===== config.mk =====
export PLATFORM = sky130hd
export DESIGN_NAME = plf_pcm_link
export DESIGN_NICKNAME = d
export VERILOG_FILES = /design/src/plf_pcm_link.v
export VERILOG_INCLUDE_DIRS = /design/src
export SDC_FILE = /design/constraint.sdc
export NUM_CORES = 2
export LEC_CHECK = 0
export BUFFER_PORTS_ARGS = -buffer_cell sky130_fd_sc_hd__buf_2
export CORE_UTILIZATION = 60
export DETAILED_ROUTE_END_ITERATION = 7
export GPL_TIMING_DRIVEN = 1
export HOLD_SLACK_MARGIN = 0.03
export PLACE_DENSITY = 0.89
export SYNTH_ARGS = -nofsm -noshare
export SYNTH_HDL_FRONTEND = slang
export SYNTH_SLANG_ARGS = --single-unit
export TNS_END_PERCENT = 10

===== constraint.sdc =====
create_clock -name pclk -period 6.2 [get_ports pclk]
set_clock_uncertainty 0.2 [all_clocks]
set_input_delay 0 -clock pclk [delete_from_list [all_inputs] [get_ports pclk]]
set_output_delay 0 -clock pclk [all_outputs]
set_load 0.005 [all_outputs]

===== src/plf_defines.vh =====
// Constants for the PCM link clock and framing block.
// Assumes inclusion by bare name from the design file.
`ifndef PLF_DEFINES_VH
`define PLF_DEFINES_VH

// ----------------------------------------------------------------
// Register byte offsets
// ----------------------------------------------------------------
`define PLF_LINK_CFG     8'h00
`define PLF_RX_SYNC_STAT 8'h20
`define PLF_TX_SYNC_STAT 8'h24
`define PLF_PLL_REF_CTRL 8'h28
`define PLF_CLK_ACT      8'h2c

// ----------------------------------------------------------------
// Link control fields
// ----------------------------------------------------------------
`define PLF_F_MODE_LSB   0
`define PLF_F_MODE_MSB   3
`define PLF_B_RATE       4
`define PLF_B_SPACED     5
`define PLF_B_TXEDGE     6
`define PLF_B_RXEDGE     7
`define PLF_B_TXPOL      8
`define PLF_B_RXPOL      9
`define PLF_F_SF_LSB     10
`define PLF_F_SF_MSB     11
`define PLF_F_SRC_LSB    12
`define PLF_F_SRC_MSB    15
`define PLF_CFG_RST      16'h0003

// ----------------------------------------------------------------
// Reference control and clock activity fields
// ----------------------------------------------------------------
`define PLF_F_PRI_LSB    0
`define PLF_F_PRI_MSB    2
`define PLF_F_SEC_LSB    3
`define PLF_F_SEC_MSB    5
`define PLF_B_SEL_RST    7
`define PLF_PLLREF_RST   6'h08
`define PLF_B_ACTIVE     7
`define PLF_ACT_ID_RST   5'h00

// ----------------------------------------------------------------
// Frame geometry
// ----------------------------------------------------------------
`define PLF_T1_LAST      8'hc0
`define PLF_FRM_LAST     8'hff
`define PLF_SF12_LAST    5'h0b
`define PLF_SF24_LAST    5'h17
`define PLF_T1_GROUPED   5'h18
`define PLF_E1_SIG_CH    5'h10

`endif


===== src/plf_pcm_link.v =====
// PCM link clocking, framing and channel mapping for eight T1/E1 links.
// Assumes one pclk domain; every pin input is asynchronous and is
// synchronised here. Link clocks must be well below pclk / 4.
`include "plf_defines.vh"

// Notes on behaviour
// - E1: timeslots 1-15 on channels 1-15, 16-30 on 17-31; 0, 16 unused.
// - Tx clock and frame pulse driven in modes 1,3,6,8; inputs in 2,4,5,7.
// - Bit 4 clear in modes 1 and 5: generic T1 at line rate, 193-bit frames.
// - 1.544 MHz sub-mode: clocks 1.544 MHz, frame pulses at 8 kHz.
// - 1.544 MHz sub-mode: framing bit ignored both ways, marked by pulses.
// - Bit 4 set: generic T1 at 2.048 MHz with grouped or spaced mapping.
// - 2.048 MHz T1: frame pulses one bit long at frame start, 8 kHz.
// - Software sets polarity and edge of both clocks and frame pulses.
// - Per link, software picks sampling edge and launch edge.
// - Generic E1: 2.048 MHz clocks, one-cycle pulse on first bit.
// - Input tx frame pulse is sampled at the bit boundary.
// - Output tx clock sourced from any rx or reference clock; pulse derived.
// - Receive clocks are always inputs.
// - Receive pulse checked per frame or superframe; flag and realign.
// - Input tx pulse checked per frame or superframe; flag and realign.
// - Primary and secondary PLL references forward any rx clock.
// - Clock activity register reports transitions on chosen clock in bit 7.
// - Tx clock source switch is glitch free except on selector reset, which switches at once.
// - Writing 1 to bit 7 of PLL reference control resets clock selector.
// - Spaced T1: channels 0,4,...,28 unused, tx data released.
// - Grouped T1: first 24 channels used, tx data released afterwards.
module plf_pcm_link #(
  parameter LINKS = 8
) (
  // APB
  input  wire         pclk,
  input  wire         presetn,
  input  wire         psel,
  input  wire         penable,
  input  wire         pwrite,
  input  wire [7:0]   paddr,
  input  wire [31:0]  pwdata,
  output reg  [31:0]  prdata,
  output reg          pready,
  output reg          pslverr,
  // Receive pins
  input  wire [7:0]   rx_pcm_clock,
  input  wire [7:0]   rx_frame_pulse,
  input  wire [7:0]   rx_serial_data,
  input  wire [3:0]   reference_clock_input,
  // Transmit pins
  input  wire [7:0]   tx_pcm_clock_i,
  output reg  [7:0]   tx_pcm_clock_o,
  output reg  [7:0]   tx_pcm_clock_oe,
  input  wire [7:0]   tx_frame_pulse_i,
  output reg  [7:0]   tx_frame_pulse_o,
  output reg  [7:0]   tx_frame_pulse_oe,
  output reg  [7:0]   tx_serial_data_o,
  output reg  [7:0]   tx_serial_data_oe,
  // PLL references
  output reg          pll_primary_ref_out,
  output reg          pll_secondary_ref_out,
  // Payload side
  output reg  [63:0]  rx_payload,
  output reg  [7:0]   rx_payload_valid,
  input  wire [63:0]  tx_payload,
  output reg  [7:0]   tx_payload_take
);

  // ----------------------------------------------------------------
  // Functions
  // ----------------------------------------------------------------
  function is_e1;
    input [3:0] m;
    begin
      is_e1 = (m == 4'h3) || (m == 4'h4) || (m == 4'h7) || (m == 4'h8);
    end
  endfunction

  function is_t1_line;
    input [3:0] m;
    input       rate;
    begin
      is_t1_line = ((m == 4'h1) || (m == 4'h5)) && !rate;
    end
  endfunction

  function tx_drives;
    input [3:0] m;
    begin
      tx_drives = (m == 4'h1) || (m == 4'h3) || (m == 4'h6) || (m == 4'h8);
    end
  endfunction

  function [7:0] frame_last;
    input [3:0] m;
    input       rate;
    begin
      frame_last = is_t1_line(m, rate) ? `PLF_T1_LAST : `PLF_FRM_LAST;
    end
  endfunction

  function [4:0] sf_last;
    input [1:0] sf;
    begin
      case (sf)
        2'h1:    sf_last = `PLF_SF12_LAST;
        2'h2:    sf_last = `PLF_SF24_LAST;
        default: sf_last = 5'h00;
      endcase
    end
  endfunction

  function payload_bit;
    input [7:0] b;
    input [3:0] m;
    input       rate;
    input       spaced;
    begin
      if (is_e1(m))
        payload_bit = (b[7:3] != 5'h00) && (b[7:3] != `PLF_E1_SIG_CH);
      else if (is_t1_line(m, rate))
        payload_bit = (b != 8'h00);
      else if (spaced)
        payload_bit = (b[4:3] != 2'h0);
      else
        payload_bit = (b[7:3] < `PLF_T1_GROUPED);
    end
  endfunction

  function [7:0] bit_step;
    input [7:0] cnt;
    input [7:0] last;
    begin
      bit_step = (cnt >= last) ? 8'h00 : cnt + 8'h01;
    end
  endfunction

  function [4:0] frm_step;
    input [4:0] frm;
    input [7:0] cnt;
    input [7:0] last;
    input [4:0] flast;
    begin
      if (cnt < last)
        frm_step = frm;
      else
        frm_step = (frm >= flast) ? 5'h00 : frm + 5'h01;
    end
  endfunction

  // ----------------------------------------------------------------
  // Pin synchronisers
  // ----------------------------------------------------------------
  wire [43:0] pin_raw = {reference_clock_input, tx_frame_pulse_i, tx_pcm_clock_i,
                         rx_serial_data, rx_frame_pulse, rx_pcm_clock};
  reg  [43:0] pin_m_r;
  reg  [43:0] pin_s_r;

  always @(posedge pclk or negedge presetn) begin
    if (!presetn) begin
      pin_m_r <= 44'h0;
      pin_s_r <= 44'h0;
    end else begin
      pin_m_r <= pin_raw;
      pin_s_r <= pin_m_r;
    end
  end

  wire [7:0] rx_pcm_clock_s = pin_s_r[7:0];
  wire [7:0] rxfp_s = pin_s_r[15:8];
  wire [7:0] rxd_s  = pin_s_r[23:16];
  wire [7:0] tx_pcm_clock_s = pin_s_r[31:24];
  wire [7:0] txfp_s = pin_s_r[39:32];
  wire [3:0] ref_s  = pin_s_r[43:40];
  wire [11:0] src_v = {ref_s, rx_pcm_clock_s};

  // ----------------------------------------------------------------
  // APB register file
  // ----------------------------------------------------------------
  reg  [15:0] cfg_r [0:7];
  reg  [5:0]  pllref_r;
  reg  [4:0]  act_id_r;
  reg         sel_rst_r;
  reg         act_clr_r;
  reg         act_seen_r;
  wire [7:0]  rx_stat;
  wire [7:0]  tx_stat;
  wire [7:0]  tx_lvl;
  reg  [7:0]  tx_lvl_p_r;
  reg  [3:0]  ref_p_r;
  reg  [7:0]  rx_pcm_clock_p_r;

  wire        acc    = psel && penable && pready;
  wire        wr     = acc && pwrite;
  wire        is_cfg = (paddr[7:5] == 3'h0) && (paddr[1:0] == 2'h0);
  wire [7:0]  rx_clr = (wr && paddr == `PLF_RX_SYNC_STAT) ? pwdata[7:0] : 8'h00;
  wire [7:0]  tx_clr = (wr && paddr == `PLF_TX_SYNC_STAT) ? pwdata[7:0] : 8'h00;
  reg  [31:0] rd_val;
  reg         rd_err;

  always @* begin
    rd_val = 32'h0;
    rd_err = 1'b0;
    if (is_cfg)
      rd_val = {16'h0, cfg_r[paddr[4:2]]};
    else if (paddr == `PLF_RX_SYNC_STAT)
      rd_val = {24'h0, rx_stat};
    else if (paddr == `PLF_TX_SYNC_STAT)
      rd_val = {24'h0, tx_stat};
    else if (paddr == `PLF_PLL_REF_CTRL)
      rd_val = {26'h0, pllref_r};
    else if (paddr == `PLF_CLK_ACT)
      rd_val = {24'h0, act_seen_r, 2'h0, act_id_r};
    else
      rd_err = 1'b1;
  end

  // One wait state so read data comes from a flop
  always @(posedge pclk or negedge presetn) begin : apb_proc
    integer k;
    if (!presetn) begin
      for (k = 0; k < 8; k = k + 1)
        cfg_r[k] <= `PLF_CFG_RST;
      pllref_r  <= `PLF_PLLREF_RST;
      act_id_r  <= `PLF_ACT_ID_RST;
      sel_rst_r <= 1'b0;
      act_clr_r <= 1'b0;
      prdata    <= 32'h0;
      pready    <= 1'b0;
      pslverr   <= 1'b0;
    end else begin
      sel_rst_r <= 1'b0;
      act_clr_r <= 1'b0;
      if (psel && penable && !pready) begin
        pready  <= 1'b1;
        prdata  <= pwrite ? 32'h0 : rd_val;
        pslverr <= rd_err;
      end else begin
        pready  <= 1'b0;
        pslverr <= 1'b0;
      end
      if (wr) begin
        if (is_cfg)
          cfg_r[paddr[4:2]] <= pwdata[15:0];
        if (paddr == `PLF_PLL_REF_CTRL) begin
          pllref_r  <= pwdata[5:0];
          sel_rst_r <= pwdata[`PLF_B_SEL_RST];
        end
        if (paddr == `PLF_CLK_ACT) begin
          act_id_r  <= pwdata[4:0];
          act_clr_r <= 1'b1;
        end
      end
    end
  end

  // ----------------------------------------------------------------
  // Clock activity and PLL references
  // ----------------------------------------------------------------
  wire [19:0] clk_now  = {ref_s, tx_lvl, rx_pcm_clock_s};
  wire [19:0] clk_prev = {ref_p_r, tx_lvl_p_r, rx_pcm_clock_p_r};
  wire        act_edge = (act_id_r < 5'h14) &&
                         (clk_now[act_id_r] != clk_prev[act_id_r]);

  always @(posedge pclk or negedge presetn) begin
    if (!presetn) begin
      ref_p_r               <= 4'h0;
      rx_pcm_clock_p_r              <= 8'h0;
      tx_lvl_p_r            <= 8'h0;
      act_seen_r            <= 1'b0;
      pll_primary_ref_out   <= 1'b0;
      pll_secondary_ref_out <= 1'b0;
    end else begin
      ref_p_r    <= ref_s;
      rx_pcm_clock_p_r   <= rx_pcm_clock_s;
      tx_lvl_p_r <= tx_lvl;
      // An edge on the new clock in the cycle after the identity write still counts
      if (act_edge)
        act_seen_r <= 1'b1;
      else if (act_clr_r)
        act_seen_r <= 1'b0;
      pll_primary_ref_out   <= rx_pcm_clock_s[pllref_r[`PLF_F_PRI_MSB:`PLF_F_PRI_LSB]];
      pll_secondary_ref_out <= rx_pcm_clock_s[pllref_r[`PLF_F_SEC_MSB:`PLF_F_SEC_LSB]];
    end
  end

  // ----------------------------------------------------------------
  // Per-link receive and transmit framing
  // ----------------------------------------------------------------
  genvar g;
  generate
    for (g = 0; g < LINKS; g = g + 1) begin : link
      wire [15:0] cfg    = cfg_r[g];
      wire [3:0]  mode   = cfg[`PLF_F_MODE_MSB:`PLF_F_MODE_LSB];
      wire        rate   = cfg[`PLF_B_RATE];
      wire        spaced = cfg[`PLF_B_SPACED];
      wire [7:0]  last   = frame_last(mode, rate);
      wire [4:0]  flast  = sf_last(cfg[`PLF_F_SF_MSB:`PLF_F_SF_LSB]);
      wire [3:0]  src    = cfg[`PLF_F_SRC_MSB:`PLF_F_SRC_LSB];
      wire [3:0]  want   = (src > 4'hb) ? 4'h0 : src;
      wire        drive  = tx_drives(mode);

      // Receive side
      reg  [7:0] rx_cnt_r;
      reg  [4:0] rx_frm_r;
      reg  [2:0] rx_nb_r;
      reg  [7:0] rx_sh_r;
      reg        rx_st_r;
      wire rx_smp = cfg[`PLF_B_RXEDGE] ? (rx_pcm_clock_p_r[g] && !rx_pcm_clock_s[g])
                                       : (!rx_pcm_clock_p_r[g] && rx_pcm_clock_s[g]);
      wire rx_fp  = rxfp_s[g] ^ cfg[`PLF_B_RXPOL];
      wire [7:0] rx_cn = bit_step(rx_cnt_r, last);
      wire [4:0] rx_fn = frm_step(rx_frm_r, rx_cnt_r, last, flast);
      wire rx_bad = rx_fp && !((rx_cn == 8'h00) && (rx_fn == 5'h00));
      wire [7:0] rx_b = rx_fp ? 8'h00 : rx_cn;
      assign rx_stat[g] = rx_st_r;

      always @(posedge pclk or negedge presetn) begin
        if (!presetn) begin
          rx_cnt_r <= `PLF_FRM_LAST;
          rx_frm_r <= 5'h00;
          rx_nb_r  <= 3'h0;
          rx_sh_r  <= 8'h00;
          rx_st_r  <= 1'b0;
          rx_payload[8*g+7:8*g] <= 8'h00;
          rx_payload_valid[g]   <= 1'b0;
        end else begin
          rx_payload_valid[g] <= 1'b0;
          if (rx_smp && rx_bad)
            rx_st_r <= 1'b1;
          else if (rx_clr[g])
            rx_st_r <= 1'b0;
          if (rx_smp) begin
            rx_cnt_r <= rx_b;
            rx_frm_r <= rx_fp ? 5'h00 : rx_fn;
            if (payload_bit(rx_b, mode, rate, spaced)) begin
              rx_sh_r <= {rx_sh_r[6:0], rxd_s[g]};
              rx_nb_r <= (rx_fp && rx_bad) ? 3'h1 : rx_nb_r + 3'h1;
              if (rx_nb_r == 3'h7 && !(rx_fp && rx_bad)) begin
                rx_payload[8*g+7:8*g] <= {rx_sh_r[6:0], rxd_s[g]};
                rx_payload_valid[g]   <= 1'b1;
              end
            end else if (rx_fp) begin
              rx_nb_r <= 3'h0;
            end
          end
        end
      end

      // Transmit clock selection: switch only while both sources are low, or at once on selector reset
      reg [3:0] cur_r;
      always @(posedge pclk or negedge presetn) begin
        if (!presetn) begin
          cur_r             <= 4'h0;
          tx_pcm_clock_o[g] <= 1'b0;
          tx_pcm_clock_oe[g] <= 1'b0;
        end else begin
          tx_pcm_clock_oe[g] <= drive;
          if (sel_rst_r)
            cur_r <= want;
          else if (cur_r != want && !src_v[cur_r] && !src_v[want])
            cur_r <= want;
          tx_pcm_clock_o[g] <= src_v[cur_r];
        end
      end
      assign tx_lvl[g] = drive ? tx_pcm_clock_o[g] : tx_pcm_clock_s[g];

      // Transmit framing
      reg  [7:0] tx_cnt_r;
      reg  [4:0] tx_frm_r;
      reg  [2:0] tx_nb_r;
      reg  [7:0] tx_sh_r;
      reg        tx_st_r;
      wire tx_edge = cfg[`PLF_B_TXEDGE] ? (tx_lvl_p_r[g] && !tx_lvl[g])
                                        : (!tx_lvl_p_r[g] && tx_lvl[g]);
      wire tx_fp = !drive && (txfp_s[g] ^ cfg[`PLF_B_TXPOL]);
      wire [7:0] tx_cn = bit_step(tx_cnt_r, last);
      wire [4:0] tx_fn = frm_step(tx_frm_r, tx_cnt_r, last, flast);
      wire tx_bad = tx_fp && !((tx_cn == 8'h00) && (tx_fn == 5'h00));
      wire [7:0] tx_b = tx_fp ? 8'h00 : tx_cn;
      wire [2:0] tx_nbu = (tx_fp && tx_bad) ? 3'h0 : tx_nb_r;
      assign tx_stat[g] = tx_st_r;

      always @(posedge pclk or negedge presetn) begin
        if (!presetn) begin
          tx_cnt_r <= `PLF_FRM_LAST;
          tx_frm_r <= 5'h00;
          tx_nb_r  <= 3'h0;
          tx_sh_r  <= 8'h00;
          tx_st_r  <= 1'b0;
          tx_frame_pulse_o[g]  <= 1'b0;
          tx_frame_pulse_oe[g] <= 1'b0;
          tx_serial_data_o[g]  <= 1'b0;
          tx_serial_data_oe[g] <= 1'b0;
          tx_payload_take[g]   <= 1'b0;
        end else begin
          tx_payload_take[g]   <= 1'b0;
          tx_frame_pulse_oe[g] <= drive;
          if (tx_edge && tx_bad)
            tx_st_r <= 1'b1;
          else if (tx_clr[g])
            tx_st_r <= 1'b0;
          if (tx_edge) begin
            tx_cnt_r <= tx_b;
            tx_frm_r <= tx_fp ? 5'h00 : tx_fn;
            // Pulse spans exactly the first bit of each frame
            tx_frame_pulse_o[g] <= (tx_b == 8'h00) ^ cfg[`PLF_B_TXPOL];
            if (payload_bit(tx_b, mode, rate, spaced)) begin
              tx_serial_data_oe[g] <= 1'b1;
              tx_nb_r <= tx_nbu + 3'h1;
              if (tx_nbu == 3'h0) begin
                tx_serial_data_o[g] <= tx_payload[8*g+7];
                tx_sh_r             <= {tx_payload[8*g+6:8*g], 1'b0};
                tx_payload_take[g]  <= 1'b1;
              end else begin
                tx_serial_data_o[g] <= tx_sh_r[7];
                tx_sh_r             <= {tx_sh_r[6:0], 1'b0};
              end
            end else begin
              tx_serial_data_oe[g] <= 1'b0;
              tx_serial_data_o[g]  <= 1'b0;
              if (tx_fp)
                tx_nb_r <= 3'h0;
            end
          end
        end
      end
    end
  endgenerate

endmodule // plf_pcm_link


== Word-level counts from Yosys, hierarchy flattened ==
Cells that the tools add are included.

* Divide/modulo/power cells: 0
* Muxes and demuxes: 435
* Magnitude comparators: 94
* Eq/ne operators: 109
* Reductions and logical operators: 488
* $mul: 0
* Add/sub/neg operators: 48
* Shift-type cells: 0
* Bitwise operators: 25

{| class="wikitable"
|+ Operator list
! cell !! count
|-
| $mux 8 || 46
|-
| $mux 5 || 48
|-
| $mux 1 || 225
|-
| $logic_not 8->1 || 24
|-
| $logic_and 1x1->1 || 161
|-
| $mux 3 || 48
|-
| $add 8x1->8 const B || 16
|-
| $bwmux 128 || 1
|-
| $eq 4x3->1 const B || 32
|-
| $ge 8x8->1 || 16
|-
| $lt 8x8->1 || 16
|-
| $reduce_bool 8->1 || 16
|-
| $reduce_bool 2->1 || 57
|-
| $mux 4 || 24
|-
| $logic_not 1->1 || 89
|-
| $lt 5x5->1 const B || 17
|-
| $add 5x1->5 const B || 16
|-
| $ge 5x5->1 || 16
|-
| $logic_not 5->1 || 16
|-
| $lt 4x5->1 const B || 16
|-
| $ne 5x5->1 const B || 16
|-
| $pmux 5 s2 || 8
|-
| $reduce_bool 5->1 || 16
|-
| $reduce_and 2->1 || 35
|-
| 29 further kinds || 224
|}

* Memories: 0
* Register bits: 830
* Bits in latches: 0
* Input port bits: 153
* Logic and storage cells: 1374
* RAM bits: 0
* ROM bits: 0

== Longest topological paths before layout ==
* Word-level depth: 16
* Mapped depth: 19

== Worst setup path before layout ==
OpenSTA, ideal clock, no wires.

* Path kind: flip-flop to flip-flop
* Start: reg cfg_r (netlist bit link[1].cfg[0])
* End: reg tx_serial_data_o[1]
* Slack: 1.378 ns
* Data arrival time: 4.501 ns
* Cell stages (with the launch flop): 16
* Path through: dfstp_2 nor4b_1 ha_1 nor2b_1 o311a_1 nor2_1 nor2_1 a221oi_4 a21oi_1 nor2b_1 inv_1 ha_1 nand2_1 a21oi_2 mux2_1 a22o_1

* Cells in the longest elaborated chain, start to end: 15
* Elaborated cells on any way between the ends: 48
* Those cells by class: order compare: 3; eq/ne: 8; mux: 13; reduce/logical: 24

{| class="wikitable"
|+ Ends and longest elaborated chain
! what !! RTL line !! text
|-
| start, declared || plf_pcm_link.v:177 || <nowiki>reg [15:0] cfg_r [0:7];</nowiki>
|-
| start signal, assigned by index || plf_pcm_link.v:220 || <nowiki>cfg_r[k] <= `PLF_CFG_RST;</nowiki>
|-
| start signal, assigned by index || plf_pcm_link.v:241 || <nowiki>cfg_r[paddr[4:2]] <= pwdata[15:0];</nowiki>
|-
| branches (longest 15 deep; another with $ge 8x8->1) || -- ||
|-
| end signal, assigned by index || plf_pcm_link.v:409 || <nowiki>tx_serial_data_o[g] <= tx_payload[8*g+7];</nowiki>
|-
| end signal, assigned by index || plf_pcm_link.v:413 || <nowiki>tx_serial_data_o[g] <= tx_sh_r[7];</nowiki>
|-
| end, declared || plf_pcm_link.v:54 || <nowiki>output reg [7:0] tx_serial_data_o,</nowiki>
|}

Parallel ways; which one is timed is not known. The select of a mux whose other input is x is not followed.
A chain may end at the register's enable or synchronous reset.

== Final worst setup path ==
* Start: reg cfg_r (netlist bit link[3].cfg[0])
* End: reg link[3].tx_sh_r[2]

* Cells in the longest elaborated chain, start to end: 14
* Elaborated cells on any way between the ends: 48
* Those cells by class: order compare: 3; eq/ne: 8; mux: 12; reduce/logical: 25

{| class="wikitable"
|+ Ends and longest elaborated chain
! what !! RTL line !! text
|-
| branches (longest 14 deep; another with $ge 8x8->1) || -- ||
|-
| end signal, assigned || plf_pcm_link.v:410 || <nowiki>tx_sh_r <= {tx_payload[8*g+6:8*g], 1'b0};</nowiki>
|-
| end signal, assigned || plf_pcm_link.v:414 || <nowiki>tx_sh_r <= {tx_sh_r[6:0], 1'b0};</nowiki>
|-
| end, declared || plf_pcm_link.v:369 || <nowiki>reg [7:0] tx_sh_r;</nowiki>
|}

Parallel ways; which one is timed is not known. The select of a mux whose other input is x is not followed.

==> impl_metrics.yaml <==
floorplanning:
  rows: 103
  ios: 317
  die_x_um: 285
  chipHeight_um: 285
  core_um2: 79100
  start_util: 0.608
  die-area_um2: 81300
critical_path:
  cp_cell_sequence: "or4b_2 -> inv_1 -> ha_1 -> nor2b_1 -> o311a_1 -> or2_2 -> a22o_1 -> a41o_1 -> nand2_1 -> ha_1 -> a21boi_1 -> mux2i_1 -> o21ai_0"
  required_ns: 6.50
  cpMostUsedCell: "ha_1"
  cp.arrival_ns: 5.66
  max_stage_delay_ns: 0.84
  critical_path_class: "register to register"
  worst-r2r-setup-slack_ns: 0.84
  end_kind: "register"
  crit_path_max_fanout: 10
  critical_path.slowest_cell: "a21boi_1"
  startpoint_type: "register"
cells_and_area:
  finalNetCount: 5537
  drive_gt1_frac: 0.208
  n_fill_cell: 5298
  final_cell_mix: "dfrtp_1, nand2_1, o21ai_0"
  syn2layout_area_growth_pct: 15.7
  final_util: 0.703
  layout_commonest_cell: "dfrtp_1"
clock_tree:
  cts_tree: "done"
  cts.root.buffer_cell: "clkbuf_16"
  clkSlewWorstSetupHoldPaths_ns: 0.07
  htree_num_levels: 3
  cts.sinks: 806
  numCtsBuffers: 87
  clockBufferDepth: 3
  clk_latency_ns: 0.70
job:
  max_cap_violations: 0
timing:
  tightestPinTransition_ns: 1.41
  maxSlewHeadroom: 0.0577
  fmax_mhz: 187
  period_share: 0.865
  hold_viol: 0
  setup_ws_ns: 0.840
  rsz0062_at_grt: "false"
  tns_ns: 0
  period_minus_slack_ns: 5.36
  finalSetupViolCount: 0
  drv_slew: 0
power:
  pwr-share-comb: 0.146
  switching_share: 0.279
  p_int_mw: 10.0
  p_seq_frac: 0.450
  pwr_density_cell_nw_per_um2: 250
  irDropWorstVdd_mv: 0.227
  leakage_nw: 25.0
  clkPwrFrac: 0.405
  switchingPower_mw: 3.88
  power_mw: 13.9
route:
  drt_first_pass_iters: 6
  wl_met3_um: 13300
  wirelength_um: 137000
  postRouteAntennaNets: 0
  vias: 41000
  wl_met1_um: 51800
  routedWlPerCell_um: 22.0
  met2_length_um: 63700
  routed.top_layer: "met5"
  drc: 0
  drtIter0Drc: 4758
  via_per_inst: 6.55
place:
  portBuffers: 284
  dp_worst_setup_slack_ns: 1.07
  hpwl_um: 88400
  place_congestion: 0.954
logic_synthesis:
  synth_cells: 4724
  ys_seq_area_frac: 0.423
  ys_types: 118
  ys_ff_latch: 806
  synth_edf_count: 0
  synth_area_um2: 48100
  yosys_warnings: 0
  async_flop_share: 1.00
  syn_area_per_cell_um2: 10.2
  synth-main-ff-cell: "dfrtp_1"
global_route:
  first_global_vias: 40800
  antenna_found_initial: 8
  grt_pass1_wl_um: 219000
  overflow: 0
  track_usage: 0.334
  grt_start_max_net_pins: 129
min_path:
  min_path_type: "input pin to register"
outcome:
  status: "finished, final reports clean"
sequential cells by signal (all words and copies together), names as in the netlist, 16 cells and up:
register       count
link.rx_frm_r     40
link.rx_cnt_r     64
link.tx_nb_r      24
link.rx_nb_r      24
pin_m_r           44
link.tx_sh_r      56
link.tx_cnt_r     64
link.cfg         128
link.rx_sh_r      56
link.tx_frm_r     40
pin_s_r           44
rx_payload        64
prdata            16
link.cur_r        32
final cells by class:
class	count	area, um^2	share of cell area
multi-input combinational	3491	26000	0.467
sequential	806	20400	0.366
timing repair buffer	567	4240	0.0763
clock buffer	119	2430	0.0436
tap	1050	1310	0.0236
inverter	175	657	0.0118
clock inverter	44	656	0.0118
antenna	6	15.0	0.000270
worst max-delay path, delay by kind of cell, from the launching register on:
kind,cells,cell delay (ns)
multiplexers,1,0.36
adder cells (fa/ha/maj),2,0.49
AO/OA/AOI/OAI,5,1.79
buffers and inverters,1,0.32
AND/OR/NAND/NOR,4,1.37
flip-flops,1,0.65
stage by stage:
| step | instance area, um^2 | hold slack (ns) | std cells |
|---|---|---|---|
| after floorplan | 48100 | -0.496 | 4739 |
| after global placement | 50000 | -0.0925 | 5842 |
| after detailed placement | 50000 | -0.0907 | 5842 |
| after CTS | 55600 | 0.0326 | 6252 |
| after global routing | 55600 | 0.0666 | 6255 |
| final | 55600 | 0.0519 | 6258 |
cells in the mapped netlist, types with 18 or more instances:
cell	n	area, um^2
nor2b_1	89	557
mux4_2	75	1690
a211oi_1	28	210
dfrtp_1	661	16500
buf_4	27	203
mux2_2	307	3460
o31ai_1	93	698
dfstp_2	145	3810
a32o_1	18	180
nand4_1	53	332
o22ai_1	33	206
a21oi_1	196	981
or3_1	37	231
and2_1	40	250
nand2b_1	85	532
mux2i_1	136	1360
a21o_1	43	323
nor3_1	78	390
nand3_1	122	611
nand2_1	434	1630
nand3b_1	18	135
o41ai_1	20	175
o21a_1	33	248
o21ai_0	371	1860
and3_1	60	375
and4_1	18	158
ha_1	256	3200
clkbuf_1	172	646
buf_2	47	235
a31oi_1	52	325
o211ai_1	19	143
a22o_1	73	639
or2_2	20	125
inv_1	174	653
xnor2_1	74	648
nor2_1	223	837
xor2_1	57	499
metal layers:
metal	GRT usage	vias up
li1	-	18200
met1	0.421	19800
met2	0.535	2366
met3	0.0742	625
met4	0.188	4
met5	0	-
cells by family after synthesis:
group,Yosys count,share of synthesized area
buffers and inverters,442,0.0385
muxes,521,0.136
AOI/OAI and AO/OA,1184,0.164
other,1,0.0000780
DFF,806,0.423
adders and majority gates,256,0.0666
xor gates and xnor gates,131,0.0239
and+or+nand+nor,1383,0.147
power by group through the flow:
stage                     Sequential (mW)  Combinational (mW)  Clock (mW)
after floorplan                      6.16                1.31           0
after global placement               6.28                1.73           0
after detailed placement             6.32                1.83           0
after CTS                            6.24                1.98        5.67
after global routing                 6.32                2.24        5.87
final                                6.26                2.03        5.63
final timing paths:
path                                 from                  end  depth (start not counted)
min reg2reg                   pin_m_r[39]          pin_s_r[39]                          0
max                        link[3].cfg[0]   link[3].tx_sh_r[2]                         13
min in group asynchronous         presetn  link[0].tx_cnt_r[2]                          3
min                        tx_payload[43]   link[5].tx_sh_r[4]                          4
max reg2reg                link[3].cfg[0]   link[3].tx_sh_r[2]                         13
max in group asynchronous         presetn   link[0].rx_nb_r[1]                          4
timing repair:
action                                 4_1_cts  5_1_grt
setup buffers                                0        0
gates resized for setup                      0        0
endpoints found under the hold margin      853        0
hold buffers                               247        0
setup endpoints to repair                    0        0
No activity file was read; power rests on OpenSTA's default activity.
